--- config.mk ---
export PLATFORM = sky130hd
export DESIGN_NAME = bfs_supervisor
export DESIGN_NICKNAME = d
export VERILOG_FILES = /design/src/bfs_pkg.sv /design/src/bfs_qual_timer.sv /design/src/bfs_supervisor.sv
export SDC_FILE = /design/constraint.sdc
export NUM_CORES = 1
export LEC_CHECK = 0
export ABC_AREA = 1
export ABC_CLOCK_PERIOD_IN_PS = 2600
export BUFFER_PORTS_ARGS = -buffer_cell sky130_fd_sc_hd__buf_2
export CORE_ASPECT_RATIO = 2
export CORE_MARGIN = 1.5
export CORE_UTILIZATION = 39
export CTS_CLUSTER_DIAMETER = 200
export CTS_CLUSTER_SIZE = 28
export DETAILED_ROUTE_END_ITERATION = 8
export PLACE_DENSITY_LB_ADDON = 0.2
export SLEW_MARGIN = 30
export SYNTH_ARGS = -nofsm -noshare
export SYNTH_HDL_FRONTEND = slang
export SYNTH_SLANG_ARGS = --single-unit
--- constraint.sdc ---
create_clock -name I_CLK -period 2.6 [get_ports I_CLK]
set_input_delay 0 -clock I_CLK [delete_from_list [all_inputs] [get_ports I_CLK]]
set_output_delay 0 -clock I_CLK [all_outputs]
set_load 0.005 [all_outputs]
--- src/bfs_pkg.sv ---
// Shared timing constants and state types of the ballast fault supervisor
package bfs_pkg;

  // Clock rate
  localparam int unsigned CLK_MHZ = 100;

  // Nominal times
  localparam int unsigned T_PRERUN_MS = 625;
  localparam int unsigned T_LAMP_OV_US = 620;
  localparam int unsigned T_RECT_MS = 2500;
  localparam int unsigned T_IDLE_MS = 2500;
  localparam int unsigned T_OC_US = 620;
  localparam int unsigned T_UV_LONG_MS = 800;
  localparam int unsigned T_UV_MIN_MS = 500;
  localparam int unsigned T_DT_FILT_NS = 280;
  localparam int unsigned T_DT_MIN_NS = 1250;
  localparam int unsigned T_DT_MAX_NS = 2500;

  // Cycle counts: exact products of the nominal times and the clock rate, no rounding
  localparam int unsigned PRERUN_CYC = T_PRERUN_MS * 1000 * CLK_MHZ;
  localparam int unsigned LAMP_OV_CYC = T_LAMP_OV_US * CLK_MHZ;
  localparam int unsigned RECT_CYC = T_RECT_MS * 1000 * CLK_MHZ;
  localparam int unsigned IDLE_CYC = T_IDLE_MS * 1000 * CLK_MHZ;
  localparam int unsigned OC_CYC = T_OC_US * CLK_MHZ;
  localparam int unsigned UV_LONG_CYC = T_UV_LONG_MS * 1000 * CLK_MHZ;
  localparam int unsigned UV_MIN_CYC = T_UV_MIN_MS * 1000 * CLK_MHZ;

  // Dead-time widths and limits
  localparam int unsigned DT_W = 8;
  localparam int unsigned FILT_W = 5;
  localparam int unsigned LS_W = 16;
  localparam int unsigned EXT_W = 8;
  localparam logic [FILT_W-1:0] DT_FILT_C = FILT_W'((T_DT_FILT_NS * CLK_MHZ + 999) / 1000);
  localparam logic [DT_W-1:0] DT_MIN_C = DT_W'((T_DT_MIN_NS * CLK_MHZ + 999) / 1000);
  localparam logic [DT_W-1:0] DT_MAX_C = DT_W'((T_DT_MAX_NS * CLK_MHZ) / 1000);

  // Number of synchronised comparator pins
  localparam int unsigned N_PINS = 12;

  typedef enum logic [2:0] {ST_WAIT, ST_START, ST_PRERUN, ST_RUN, ST_LATCH, ST_UV} bfs_state_t;
  typedef enum logic [2:0] {HB_OFF, HB_HS_ON, HB_DT_MEAS, HB_LS_ON, HB_DT_WAIT} bfs_hb_t;
  typedef enum logic [1:0] {PF_WAIT, PF_ON, PF_EXT} bfs_pf_t;
  typedef enum logic [1:0] {CS_OV, CS_RECT, CS_IDLE, CS_OC} bfs_cause_t;

endpackage : bfs_pkg

--- src/bfs_qual_timer.sv ---
// Fault qualification counter: flags a condition held for LIMIT cycles
`timescale 1ns/100ps
module bfs_qual_timer #(
  parameter int unsigned LIMIT = 16
) (
  input wire logic i_clk,
  input wire logic i_reset,
  input wire logic i_cond,
  output logic o_hit
);
  localparam int unsigned W = $clog2(LIMIT + 1);

  logic [W-1:0] cnt_q;
  logic [W-1:0] cnt_d;

  // Elaboration check
  if (LIMIT < 1) begin : g_bad
    $error("LIMIT must be at least one");
  end

  // Count while held, clear when dropped, saturate at limit
  always_comb begin
    if (!i_cond) begin
      cnt_d = '0;
    end else if (cnt_q != LIMIT[W-1:0]) begin
      cnt_d = cnt_q + 1'b1;
    end else begin
      cnt_d = cnt_q;
    end
  end

  always_ff @(posedge i_clk) begin
    if (i_reset) begin
      cnt_q <= '0;
    end else begin
      cnt_q <= cnt_d;
    end
  end

  assign o_hit = (cnt_q == LIMIT[W-1:0]);
endmodule : bfs_qual_timer

--- src/bfs_supervisor.sv ---
// Fault supervision, dead time and PFC gate timing of the ballast controller
`timescale 1ns/100ps
module bfs_supervisor
  import bfs_pkg::*;
#(
  parameter int unsigned PRERUN_CYC_P = PRERUN_CYC,
  parameter int unsigned LAMP_OV_CYC_P = LAMP_OV_CYC,
  parameter int unsigned RECT_CYC_P = RECT_CYC,
  parameter int unsigned IDLE_CYC_P = IDLE_CYC,
  parameter int unsigned OC_CYC_P = OC_CYC,
  parameter int unsigned UV_LONG_CYC_P = UV_LONG_CYC
) (
  input wire logic I_CLK,
  input wire logic I_RESET,
  input wire logic I_PFC_OC,
  input wire logic I_ZCD_VALID,
  input wire logic I_PFC_ON_REQ,
  input wire logic [EXT_W-1:0] I_ZCD_EXT,
  input wire logic I_LAMP_AC_HI,
  input wire logic I_LAMP_DC_HI,
  input wire logic I_LAMP_SENSE_OK,
  input wire logic I_LAMP_INSERT,
  input wire logic I_LOAD_OK,
  input wire logic I_LS_BELOW_P100,
  input wire logic I_LS_BELOW_M100,
  input wire logic I_LS_ABOVE_2V,
  input wire logic I_BUS_BELOW_75,
  input wire logic I_BUS_ABOVE_12P5,
  input wire logic I_START,
  input wire logic I_AT_RUN_FREQ,
  input wire logic I_HS_OFF_REQ,
  input wire logic I_LS_OFF_REQ,
  output logic O_PFC_GATE,
  output logic O_HS_GATE,
  output logic O_LS_GATE,
  output logic O_RUN_MODE,
  output logic O_LATCHED,
  output logic O_BUS_UV,
  output logic O_RESTART,
  output logic O_SKIP_PREHEAT,
  output logic O_FULL_RESTART,
  output logic O_LAMP_OV_FAULT,
  output logic O_RECT_FAULT,
  output logic O_IDLE_FAULT,
  output logic O_OC_FAULT,
  output logic [DT_W-1:0] O_DEAD_TIME
);
  localparam int unsigned PW = $clog2(PRERUN_CYC_P + 1);
  localparam int unsigned UW = $clog2(UV_LONG_CYC_P + 1);
  localparam logic [PW-1:0] PRERUN_LAST = PW'(PRERUN_CYC_P - 1);
  localparam logic [UW-1:0] UV_LONG = UW'(UV_LONG_CYC_P);

  // Elaboration check
  if (PRERUN_CYC_P < 1 || UV_LONG_CYC_P < 1) begin : g_bad
    $error("timing parameters must be at least one cycle");
  end

  // Two-stage synchroniser for comparator pins
  logic [N_PINS-1:0] sy1_q;
  logic [N_PINS-1:0] sy2_q;
  logic s_pfc_oc, s_zcd, s_ac_hi, s_dc_hi, s_lamp_ok, s_insert;
  logic s_load_ok, s_p100, s_m100, s_2v, s_bus_lo, s_bus_12p5;

  always_ff @(posedge I_CLK) begin
    if (I_RESET) begin
      sy1_q <= '0;
      sy2_q <= '0;
    end else begin
      sy1_q <= {I_PFC_OC, I_ZCD_VALID, I_LAMP_AC_HI, I_LAMP_DC_HI, I_LAMP_SENSE_OK,
                I_LAMP_INSERT, I_LOAD_OK, I_LS_BELOW_P100, I_LS_BELOW_M100,
                I_LS_ABOVE_2V, I_BUS_BELOW_75, I_BUS_ABOVE_12P5};
      sy2_q <= sy1_q;
    end
  end

  assign {s_pfc_oc, s_zcd, s_ac_hi, s_dc_hi, s_lamp_ok, s_insert,
          s_load_ok, s_p100, s_m100, s_2v, s_bus_lo, s_bus_12p5} = sy2_q;

  // Mode state
  bfs_state_t st_q, st_d;
  bfs_cause_t cause_q, cause_d;
  logic retry_q, retry_d;
  logic [PW-1:0] prerun_q, prerun_d;
  logic [UW-1:0] uv_q, uv_d;
  logic restart_d, skip_d, full_d;
  logic drv_en_d, run_now;
  logic ov_hit, rect_hit, idle_hit, oc_hit;

  // Half-bridge state
  bfs_hb_t hb_q, hb_d;
  logic [DT_W-1:0] dt_cnt_q, dt_cnt_d, dt_q, dt_d;
  logic [FILT_W-1:0] filt_q, filt_d;
  logic [LS_W-1:0] ls_cnt_q, ls_cnt_d, ls_len_q, ls_len_d;
  logic idle_acc_q, idle_acc_d, idle_cond_q, idle_cond_d;
  logic oc_acc_q, oc_acc_d, oc_cond_q, oc_cond_d;

  // PFC state
  bfs_pf_t pf_q, pf_d;
  logic [EXT_W-1:0] ext_q, ext_d;
  logic zcd_prev_q, zrise;

  assign run_now = (st_q == ST_RUN);
  assign drv_en_d = (st_d == ST_START) || (st_d == ST_PRERUN) || (st_d == ST_RUN);

  // Fault qualification timers, armed in run only
  bfs_qual_timer #(.LIMIT(LAMP_OV_CYC_P)) u_ov (
    .i_clk(I_CLK), .i_reset(I_RESET), .i_cond(run_now && s_ac_hi), .o_hit(ov_hit));
  bfs_qual_timer #(.LIMIT(RECT_CYC_P)) u_rect (
    .i_clk(I_CLK), .i_reset(I_RESET), .i_cond(run_now && s_dc_hi), .o_hit(rect_hit));
  bfs_qual_timer #(.LIMIT(IDLE_CYC_P)) u_idle (
    .i_clk(I_CLK), .i_reset(I_RESET), .i_cond(run_now && idle_cond_q), .o_hit(idle_hit));
  bfs_qual_timer #(.LIMIT(OC_CYC_P)) u_oc (
    .i_clk(I_CLK), .i_reset(I_RESET), .i_cond(run_now && oc_cond_q), .o_hit(oc_hit));

  // Mode sequencing, retry, latch and undervoltage timer
  always_comb begin
    st_d = st_q;
    cause_d = cause_q;
    retry_d = retry_q;
    prerun_d = prerun_q;
    uv_d = uv_q;
    restart_d = 1'b0;
    skip_d = 1'b0;
    full_d = 1'b0;
    case (st_q)
      ST_WAIT: begin
        if (I_START) begin
          st_d = ST_START;
        end
      end
      ST_START: begin
        if (I_AT_RUN_FREQ) begin
          st_d = ST_PRERUN;
          prerun_d = '0;
        end
      end
      ST_PRERUN: begin
        if (prerun_q == PRERUN_LAST) begin
          st_d = ST_RUN;
          uv_d = '0;
        end else begin
          prerun_d = prerun_q + 1'b1;
        end
      end
      ST_RUN: begin
        if (s_bus_lo) begin
          st_d = ST_UV;
        end else if (ov_hit || rect_hit || idle_hit || oc_hit) begin
          if (ov_hit) begin
            cause_d = CS_OV;
          end else if (rect_hit) begin
            cause_d = CS_RECT;
          end else if (idle_hit) begin
            cause_d = CS_IDLE;
          end else begin
            cause_d = CS_OC;
          end
          if (retry_q) begin
            st_d = ST_LATCH;
          end else begin
            retry_d = 1'b1;
            restart_d = 1'b1;
            st_d = ST_START;
          end
        end
      end
      ST_LATCH: begin
        if ((cause_q == CS_OV && !s_ac_hi && s_insert) ||
            (cause_q == CS_RECT && s_insert) ||
            ((cause_q == CS_IDLE || cause_q == CS_OC) && s_load_ok)) begin
          retry_d = 1'b0;
          restart_d = 1'b1;
          st_d = ST_START;
        end
      end
      ST_UV: begin
        if (s_bus_lo && uv_q != UV_LONG) begin
          uv_d = uv_q + 1'b1;
        end
        if (uv_q == UV_LONG) begin
          full_d = 1'b1;
          retry_d = 1'b0;
          st_d = ST_WAIT;
        end else if (s_lamp_ok && s_bus_12p5) begin
          skip_d = 1'b1;
          st_d = ST_START;
        end
      end
      default: begin
        st_d = ST_WAIT;
      end
    endcase
  end

  always_ff @(posedge I_CLK) begin
    if (I_RESET) begin
      st_q <= ST_WAIT;
      cause_q <= CS_OV;
      retry_q <= 1'b0;
      prerun_q <= '0;
      uv_q <= '0;
      O_RESTART <= 1'b0;
      O_SKIP_PREHEAT <= 1'b0;
      O_FULL_RESTART <= 1'b0;
      O_RUN_MODE <= 1'b0;
      O_LATCHED <= 1'b0;
      O_BUS_UV <= 1'b0;
      O_LAMP_OV_FAULT <= 1'b0;
      O_RECT_FAULT <= 1'b0;
      O_IDLE_FAULT <= 1'b0;
      O_OC_FAULT <= 1'b0;
    end else begin
      st_q <= st_d;
      cause_q <= cause_d;
      retry_q <= retry_d;
      prerun_q <= prerun_d;
      uv_q <= uv_d;
      O_RESTART <= restart_d;
      O_SKIP_PREHEAT <= skip_d;
      O_FULL_RESTART <= full_d;
      O_RUN_MODE <= (st_d == ST_RUN);
      O_LATCHED <= (st_d == ST_LATCH);
      O_BUS_UV <= (st_d == ST_UV);
      O_LAMP_OV_FAULT <= ov_hit;
      O_RECT_FAULT <= rect_hit;
      O_IDLE_FAULT <= idle_hit;
      O_OC_FAULT <= oc_hit;
    end
  end

  // Half-bridge sequencing with dead-time measurement and load checks
  always_comb begin
    hb_d = hb_q;
    dt_cnt_d = dt_cnt_q;
    filt_d = filt_q;
    dt_d = dt_q;
    ls_cnt_d = ls_cnt_q;
    ls_len_d = ls_len_q;
    idle_acc_d = idle_acc_q;
    idle_cond_d = idle_cond_q;
    oc_acc_d = oc_acc_q;
    oc_cond_d = oc_cond_q;
    case (hb_q)
      HB_OFF: begin
        hb_d = HB_DT_WAIT;
        dt_cnt_d = '0;
      end
      HB_HS_ON: begin
        if (s_2v) begin
          oc_acc_d = 1'b1;
        end
        if (I_HS_OFF_REQ) begin
          hb_d = HB_DT_MEAS;
          dt_cnt_d = '0;
          filt_d = '0;
          oc_cond_d = oc_acc_d;
          oc_acc_d = 1'b0;
        end
      end
      HB_DT_MEAS: begin
        dt_cnt_d = dt_cnt_q + 1'b1;
        if (!s_m100) begin
          filt_d = '0;
        end else if (filt_q != DT_FILT_C) begin
          filt_d = filt_q + 1'b1;
        end
        if ((filt_d == DT_FILT_C && dt_cnt_d >= DT_MIN_C) || dt_cnt_d == DT_MAX_C) begin
          dt_d = dt_cnt_d;
          hb_d = HB_LS_ON;
          ls_cnt_d = '0;
          idle_acc_d = 1'b1;
        end
      end
      HB_LS_ON: begin
        if (ls_cnt_q != {LS_W{1'b1}}) begin
          ls_cnt_d = ls_cnt_q + 1'b1;
        end
        if (ls_cnt_q >= (ls_len_q >> 1) && !s_p100) begin
          idle_acc_d = 1'b0;
        end
        if (I_LS_OFF_REQ) begin
          ls_len_d = ls_cnt_q;
          idle_cond_d = idle_acc_d;
          hb_d = HB_DT_WAIT;
          dt_cnt_d = '0;
        end
      end
      HB_DT_WAIT: begin
        dt_cnt_d = dt_cnt_q + 1'b1;
        if (dt_cnt_d == dt_q) begin
          hb_d = HB_HS_ON;
          if (s_m100) begin
            oc_acc_d = 1'b1;
          end
        end
      end
      default: begin
        hb_d = HB_OFF;
      end
    endcase
    if (!drv_en_d) begin
      hb_d = HB_OFF;
      idle_acc_d = 1'b0;
      idle_cond_d = 1'b0;
      oc_acc_d = 1'b0;
      oc_cond_d = 1'b0;
    end
  end

  always_ff @(posedge I_CLK) begin
    if (I_RESET) begin
      hb_q <= HB_OFF;
      dt_cnt_q <= '0;
      filt_q <= '0;
      dt_q <= DT_MAX_C;
      ls_cnt_q <= '0;
      ls_len_q <= '0;
      idle_acc_q <= 1'b0;
      idle_cond_q <= 1'b0;
      oc_acc_q <= 1'b0;
      oc_cond_q <= 1'b0;
      O_HS_GATE <= 1'b0;
      O_LS_GATE <= 1'b0;
    end else begin
      hb_q <= hb_d;
      dt_cnt_q <= dt_cnt_d;
      filt_q <= filt_d;
      dt_q <= dt_d;
      ls_cnt_q <= ls_cnt_d;
      ls_len_q <= ls_len_d;
      idle_acc_q <= idle_acc_d;
      idle_cond_q <= idle_cond_d;
      oc_acc_q <= oc_acc_d;
      oc_cond_q <= oc_cond_d;
      O_HS_GATE <= (hb_d == HB_HS_ON);
      O_LS_GATE <= (hb_d == HB_LS_ON);
    end
  end

  assign O_DEAD_TIME = dt_q;

  // PFC gate: loop on-time, stretch, current limit cut
  assign zrise = s_zcd && !zcd_prev_q;

  always_comb begin
    pf_d = pf_q;
    ext_d = ext_q;
    case (pf_q)
      PF_WAIT: begin
        if (zrise && I_PFC_ON_REQ && !s_pfc_oc) begin
          pf_d = PF_ON;
        end
      end
      PF_ON: begin
        if (s_pfc_oc) begin
          pf_d = PF_WAIT;
        end else if (!I_PFC_ON_REQ) begin
          pf_d = (I_ZCD_EXT == '0) ? PF_WAIT : PF_EXT;
          ext_d = '0;
        end
      end
      PF_EXT: begin
        ext_d = ext_q + 1'b1;
        if (s_pfc_oc || ext_d == I_ZCD_EXT) begin
          pf_d = PF_WAIT;
        end
      end
      default: begin
        pf_d = PF_WAIT;
      end
    endcase
    if (!drv_en_d) begin
      pf_d = PF_WAIT;
    end
  end

  always_ff @(posedge I_CLK) begin
    if (I_RESET) begin
      pf_q <= PF_WAIT;
      ext_q <= '0;
      zcd_prev_q <= 1'b0;
      O_PFC_GATE <= 1'b0;
    end else begin
      pf_q <= pf_d;
      ext_q <= ext_d;
      zcd_prev_q <= s_zcd;
      O_PFC_GATE <= (pf_d == PF_ON) || (pf_d == PF_EXT);
    end
  end
endmodule : bfs_supervisor

==> results_dict.tcl <==
set metrics [dict create \
    fin_cells 2424 \
    die_y_um 263 \
    yosysSeqAreaShare_pct 38.6 \
    drc_errors 0 \
    avgSynthCellArea_um2 6.85 \
    worstSetupPathType "flip-flop to flip-flop" \
    cts.path.max_buffers 3 \
    hold_violations 0 \
    worst_slew_pin_slew_ns 0.705 \
    dp_hpwl_mm 26.0 \
    gp_congestion 0.898 \
    maxSlewViolCount 0 \
    max-cap-violations 0 \
    multi_input_area_um2 6830 \
    drt-vias-per-instance 5.13 \
    synthesis.area_um2 13200 \
    power.leakage_uw 0.00537 \
    finalCritPeriodShare_pct 87.0 \
    num_vias 12441 \
    grt_setup_unrepaired "false" \
    ys_seq_elements 254 \
    rows 95 \
    cts_made_buffers 13 \
    antenna_found_initial 0 \
    clk_latency_ns 0.50 \
    synth.net_count 1986 \
    initial_core_util_pct 39.5 \
    cts_setup_buffers 0 \
    cts_tree "done" \
    fin_worst_skew_ns 0.0389 \
    worstSetupStartpointType "flip-flop" \
    nNetsFinal 2049 \
    grt_pass1_wl_mm 56.0 \
    ys.flop_type "dfxtp_1" \
    hold_buffers 17 \
    synth_cells 1926 \
    grt_max_degree 59 \
    htreeDepth 1 \
    synth_cell_types 57 \
    async_reset_ff_share_pct 0 \
    postRouteAntennaNets 0 \
    setup_viol 0 \
    worst_setup_path_end_kind "flip-flop" \
    gr-usage-all-layers_pct 19.3 \
    wl_per_cell_um 14.1 \
    drive_gt1_share_pct 7.44 \
    dr.pass1.iters 6 \
    fillers 3515 \
    maxSlewHeadroom_pct 53.0 \
    cp_max_fo 24 \
    powerDensity_nw_per_um2 448 \
    dp_cells 2393 \
    cts_resized 0 \
    fmax_ghz 0.442 \
    initialDrtViolationCount 607 \
    grt_overflow 0 \
    clk_pin_slew_worst_paths_ns 0.12 \
    cts_sinks 254 \
    ir_drop_mv 0.536 \
    cts-root-buf "clkbuf_16" \
    tns_ns 0 \
    worstPathArrival_ns 2.70 \
    critPathRequiredTime_ns 3.04 \
    n_antenna_cell 0 \
    area_growth_pct 9.83 \
    die_w_um 133 \
    yosys_warnings 0 \
    hold_path.class "primary input to flip-flop" \
    die_area_um2 35000 \
    synth_enable_flop_cells 0 \
    outcome "completed" \
    port_buffers 47 \
    fin_crit_ns 2.26 \
    coreArea_um2 33400 \
    routed_wirelength_mm 34.1 \
    register_area_um2 5080 \
    first_global_vias 11985 \
    io_pins 48 \
]
[routing by layer]
metal	part of all wire, %	GRT usage, %
met1	39	19.9
met2	54	38.4
met3	2.6	1.44
met4	4.3	9.33
met5	0	0
[through the flow]
step           setup WS, ns  utilization, %  area [um2]  hold WS, ns  total power [uW]
3_3_place_gp          0.410            41.8       14000        0.207              4300
6_report              0.339            43.4       14500        0.116              6480
5_1_grt              0.0372            43.4       14500        0.168              6730
3_5_place_dp          0.384            41.8       14000        0.209              4300
4_1_cts               0.368            43.4       14500       0.0897              6600
2_1_floorplan         0.710               -       13200        0.107              4200
[sequential cells by signal, indices dropped and copies added, names as in the netlist, 5 cells and up]
| signal | flops |
|---|---|
| u_oc.cnt_q | 16 |
| sy1_q | 12 |
| filt_q | 5 |
| prerun_q | 26 |
| uv_q | 27 |
| u_idle.cnt_q | 28 |
| O_DEAD_TIME | 8 |
| ls_len_q | 15 |
| dt_cnt_q | 8 |
| u_ov.cnt_q | 16 |
| ext_q | 8 |
| u_rect.cnt_q | 28 |
| ls_cnt_q | 16 |
| sy2_q | 12 |
[cell type report]
cell class                 instances  share of cell area, %
clock buffer                      13                   2.25
clock inverter                     1                  0.207
inverter                         285                   7.39
multi-input combinational       1346                   47.2
tap                              436                   3.77
timing repair buffer              89                   4.11
sequential                       254                   35.1
[cell usage after synthesis, types with 7 or more instances]
cell type	instances	area, um2
clkbuf_1	25	93.8
buf_2	8	40.0
o21ai_0	114	571
nand3_1	99	495
nor4_1	25	156
nor2_1	226	848
nor2_2	10	62.6
nand2_2	9	56.3
nor3b_1	7	52.6
a21oi_1	180	901
inv_1	278	1040
xor2_1	27	236
nand2_1	377	1420
nor3_1	82	410
xnor2_1	12	105
ha_1	33	413
dfxtp_1	254	5080
nand3b_1	7	52.6
or2_2	11	68.8
nand4_1	64	400
[worst max-delay path, stage by stage (launching register included)]
cell and delay [ns]:
dfxtp_1 0.42, inv_1 0.10, nor4_1 0.26, nand2_1 0.12
nor2_1 0.16, nand2_1 0.13, nand2_1 0.10, inv_1 0.06
nand3_1 0.07, nand2_1 0.11, inv_2 0.39, nand2_1 0.11
a21oi_1 0.15
[cells by family (layout without fill, tap and decap cells)]
| kind of cell | Yosys count | after routing | synth area share [%] |
|---|---|---|---|
| AOI/OAI and AO/OA | 330 | 330 | 13.3 |
| xor gates and xnor gates | 40 | 40 | 2.76 |
| DFF | 254 | 254 | 38.6 |
| adders and majority gates | 33 | 33 | 3.13 |
| buffers and inverters | 326 | 388 | 9.63 |
| and+or+nand+nor | 943 | 943 | 32.6 |
[cells in the final DEF, fill, tap and decap left out, types with 2 or more instances in the layout]
master,n
inv_1,278
ha_1,33
nor4_1,25
a211oi_1,4
o21ai_0,114
and2_1,2
dlygate4sd3_1,17
nor3_4,4
o211ai_1,4
or2_2,11
nand2_1,377
nand2_2,9
a31oi_1,5
clkbuf_16,13
dfxtp_1,254
nor2_1,226
nand4_1,64
a21boi_0,2
nor2_4,3
nand3b_1,7
xnor2_1,12
nand3_2,4
buf_2,46
nor3_2,4
and3_1,3
xor2_1,27
nor3b_1,7
nand3_1,99
o21ai_1,2
buf_4,26
a21oi_1,180
o21a_1,4
nor3_1,82
nor2_2,10
inv_2,6
a21oi_2,4
[where the power goes]
part	internal [uW]	leakage [uW]	switching [uW]
Combinational	100	0.00315	188
Sequential	3920	0.00205	21.8
Clock	933	0.000172	1320
Total	4950	0.00537	1530
[path summary, 6_finish.rpt]
path,endpoint,start,depth (start not counted),slack (ns)
max,uv_q[22],uv_q[18],12,0.34
min,O_PFC_GATE,I_ZCD_EXT[5],9,0.12
max reg2reg,uv_q[22],uv_q[18],12,0.34
min reg2reg,sy2_q[2],sy1_q[2],2,0.39
Power figures use the tool's default switching activity.
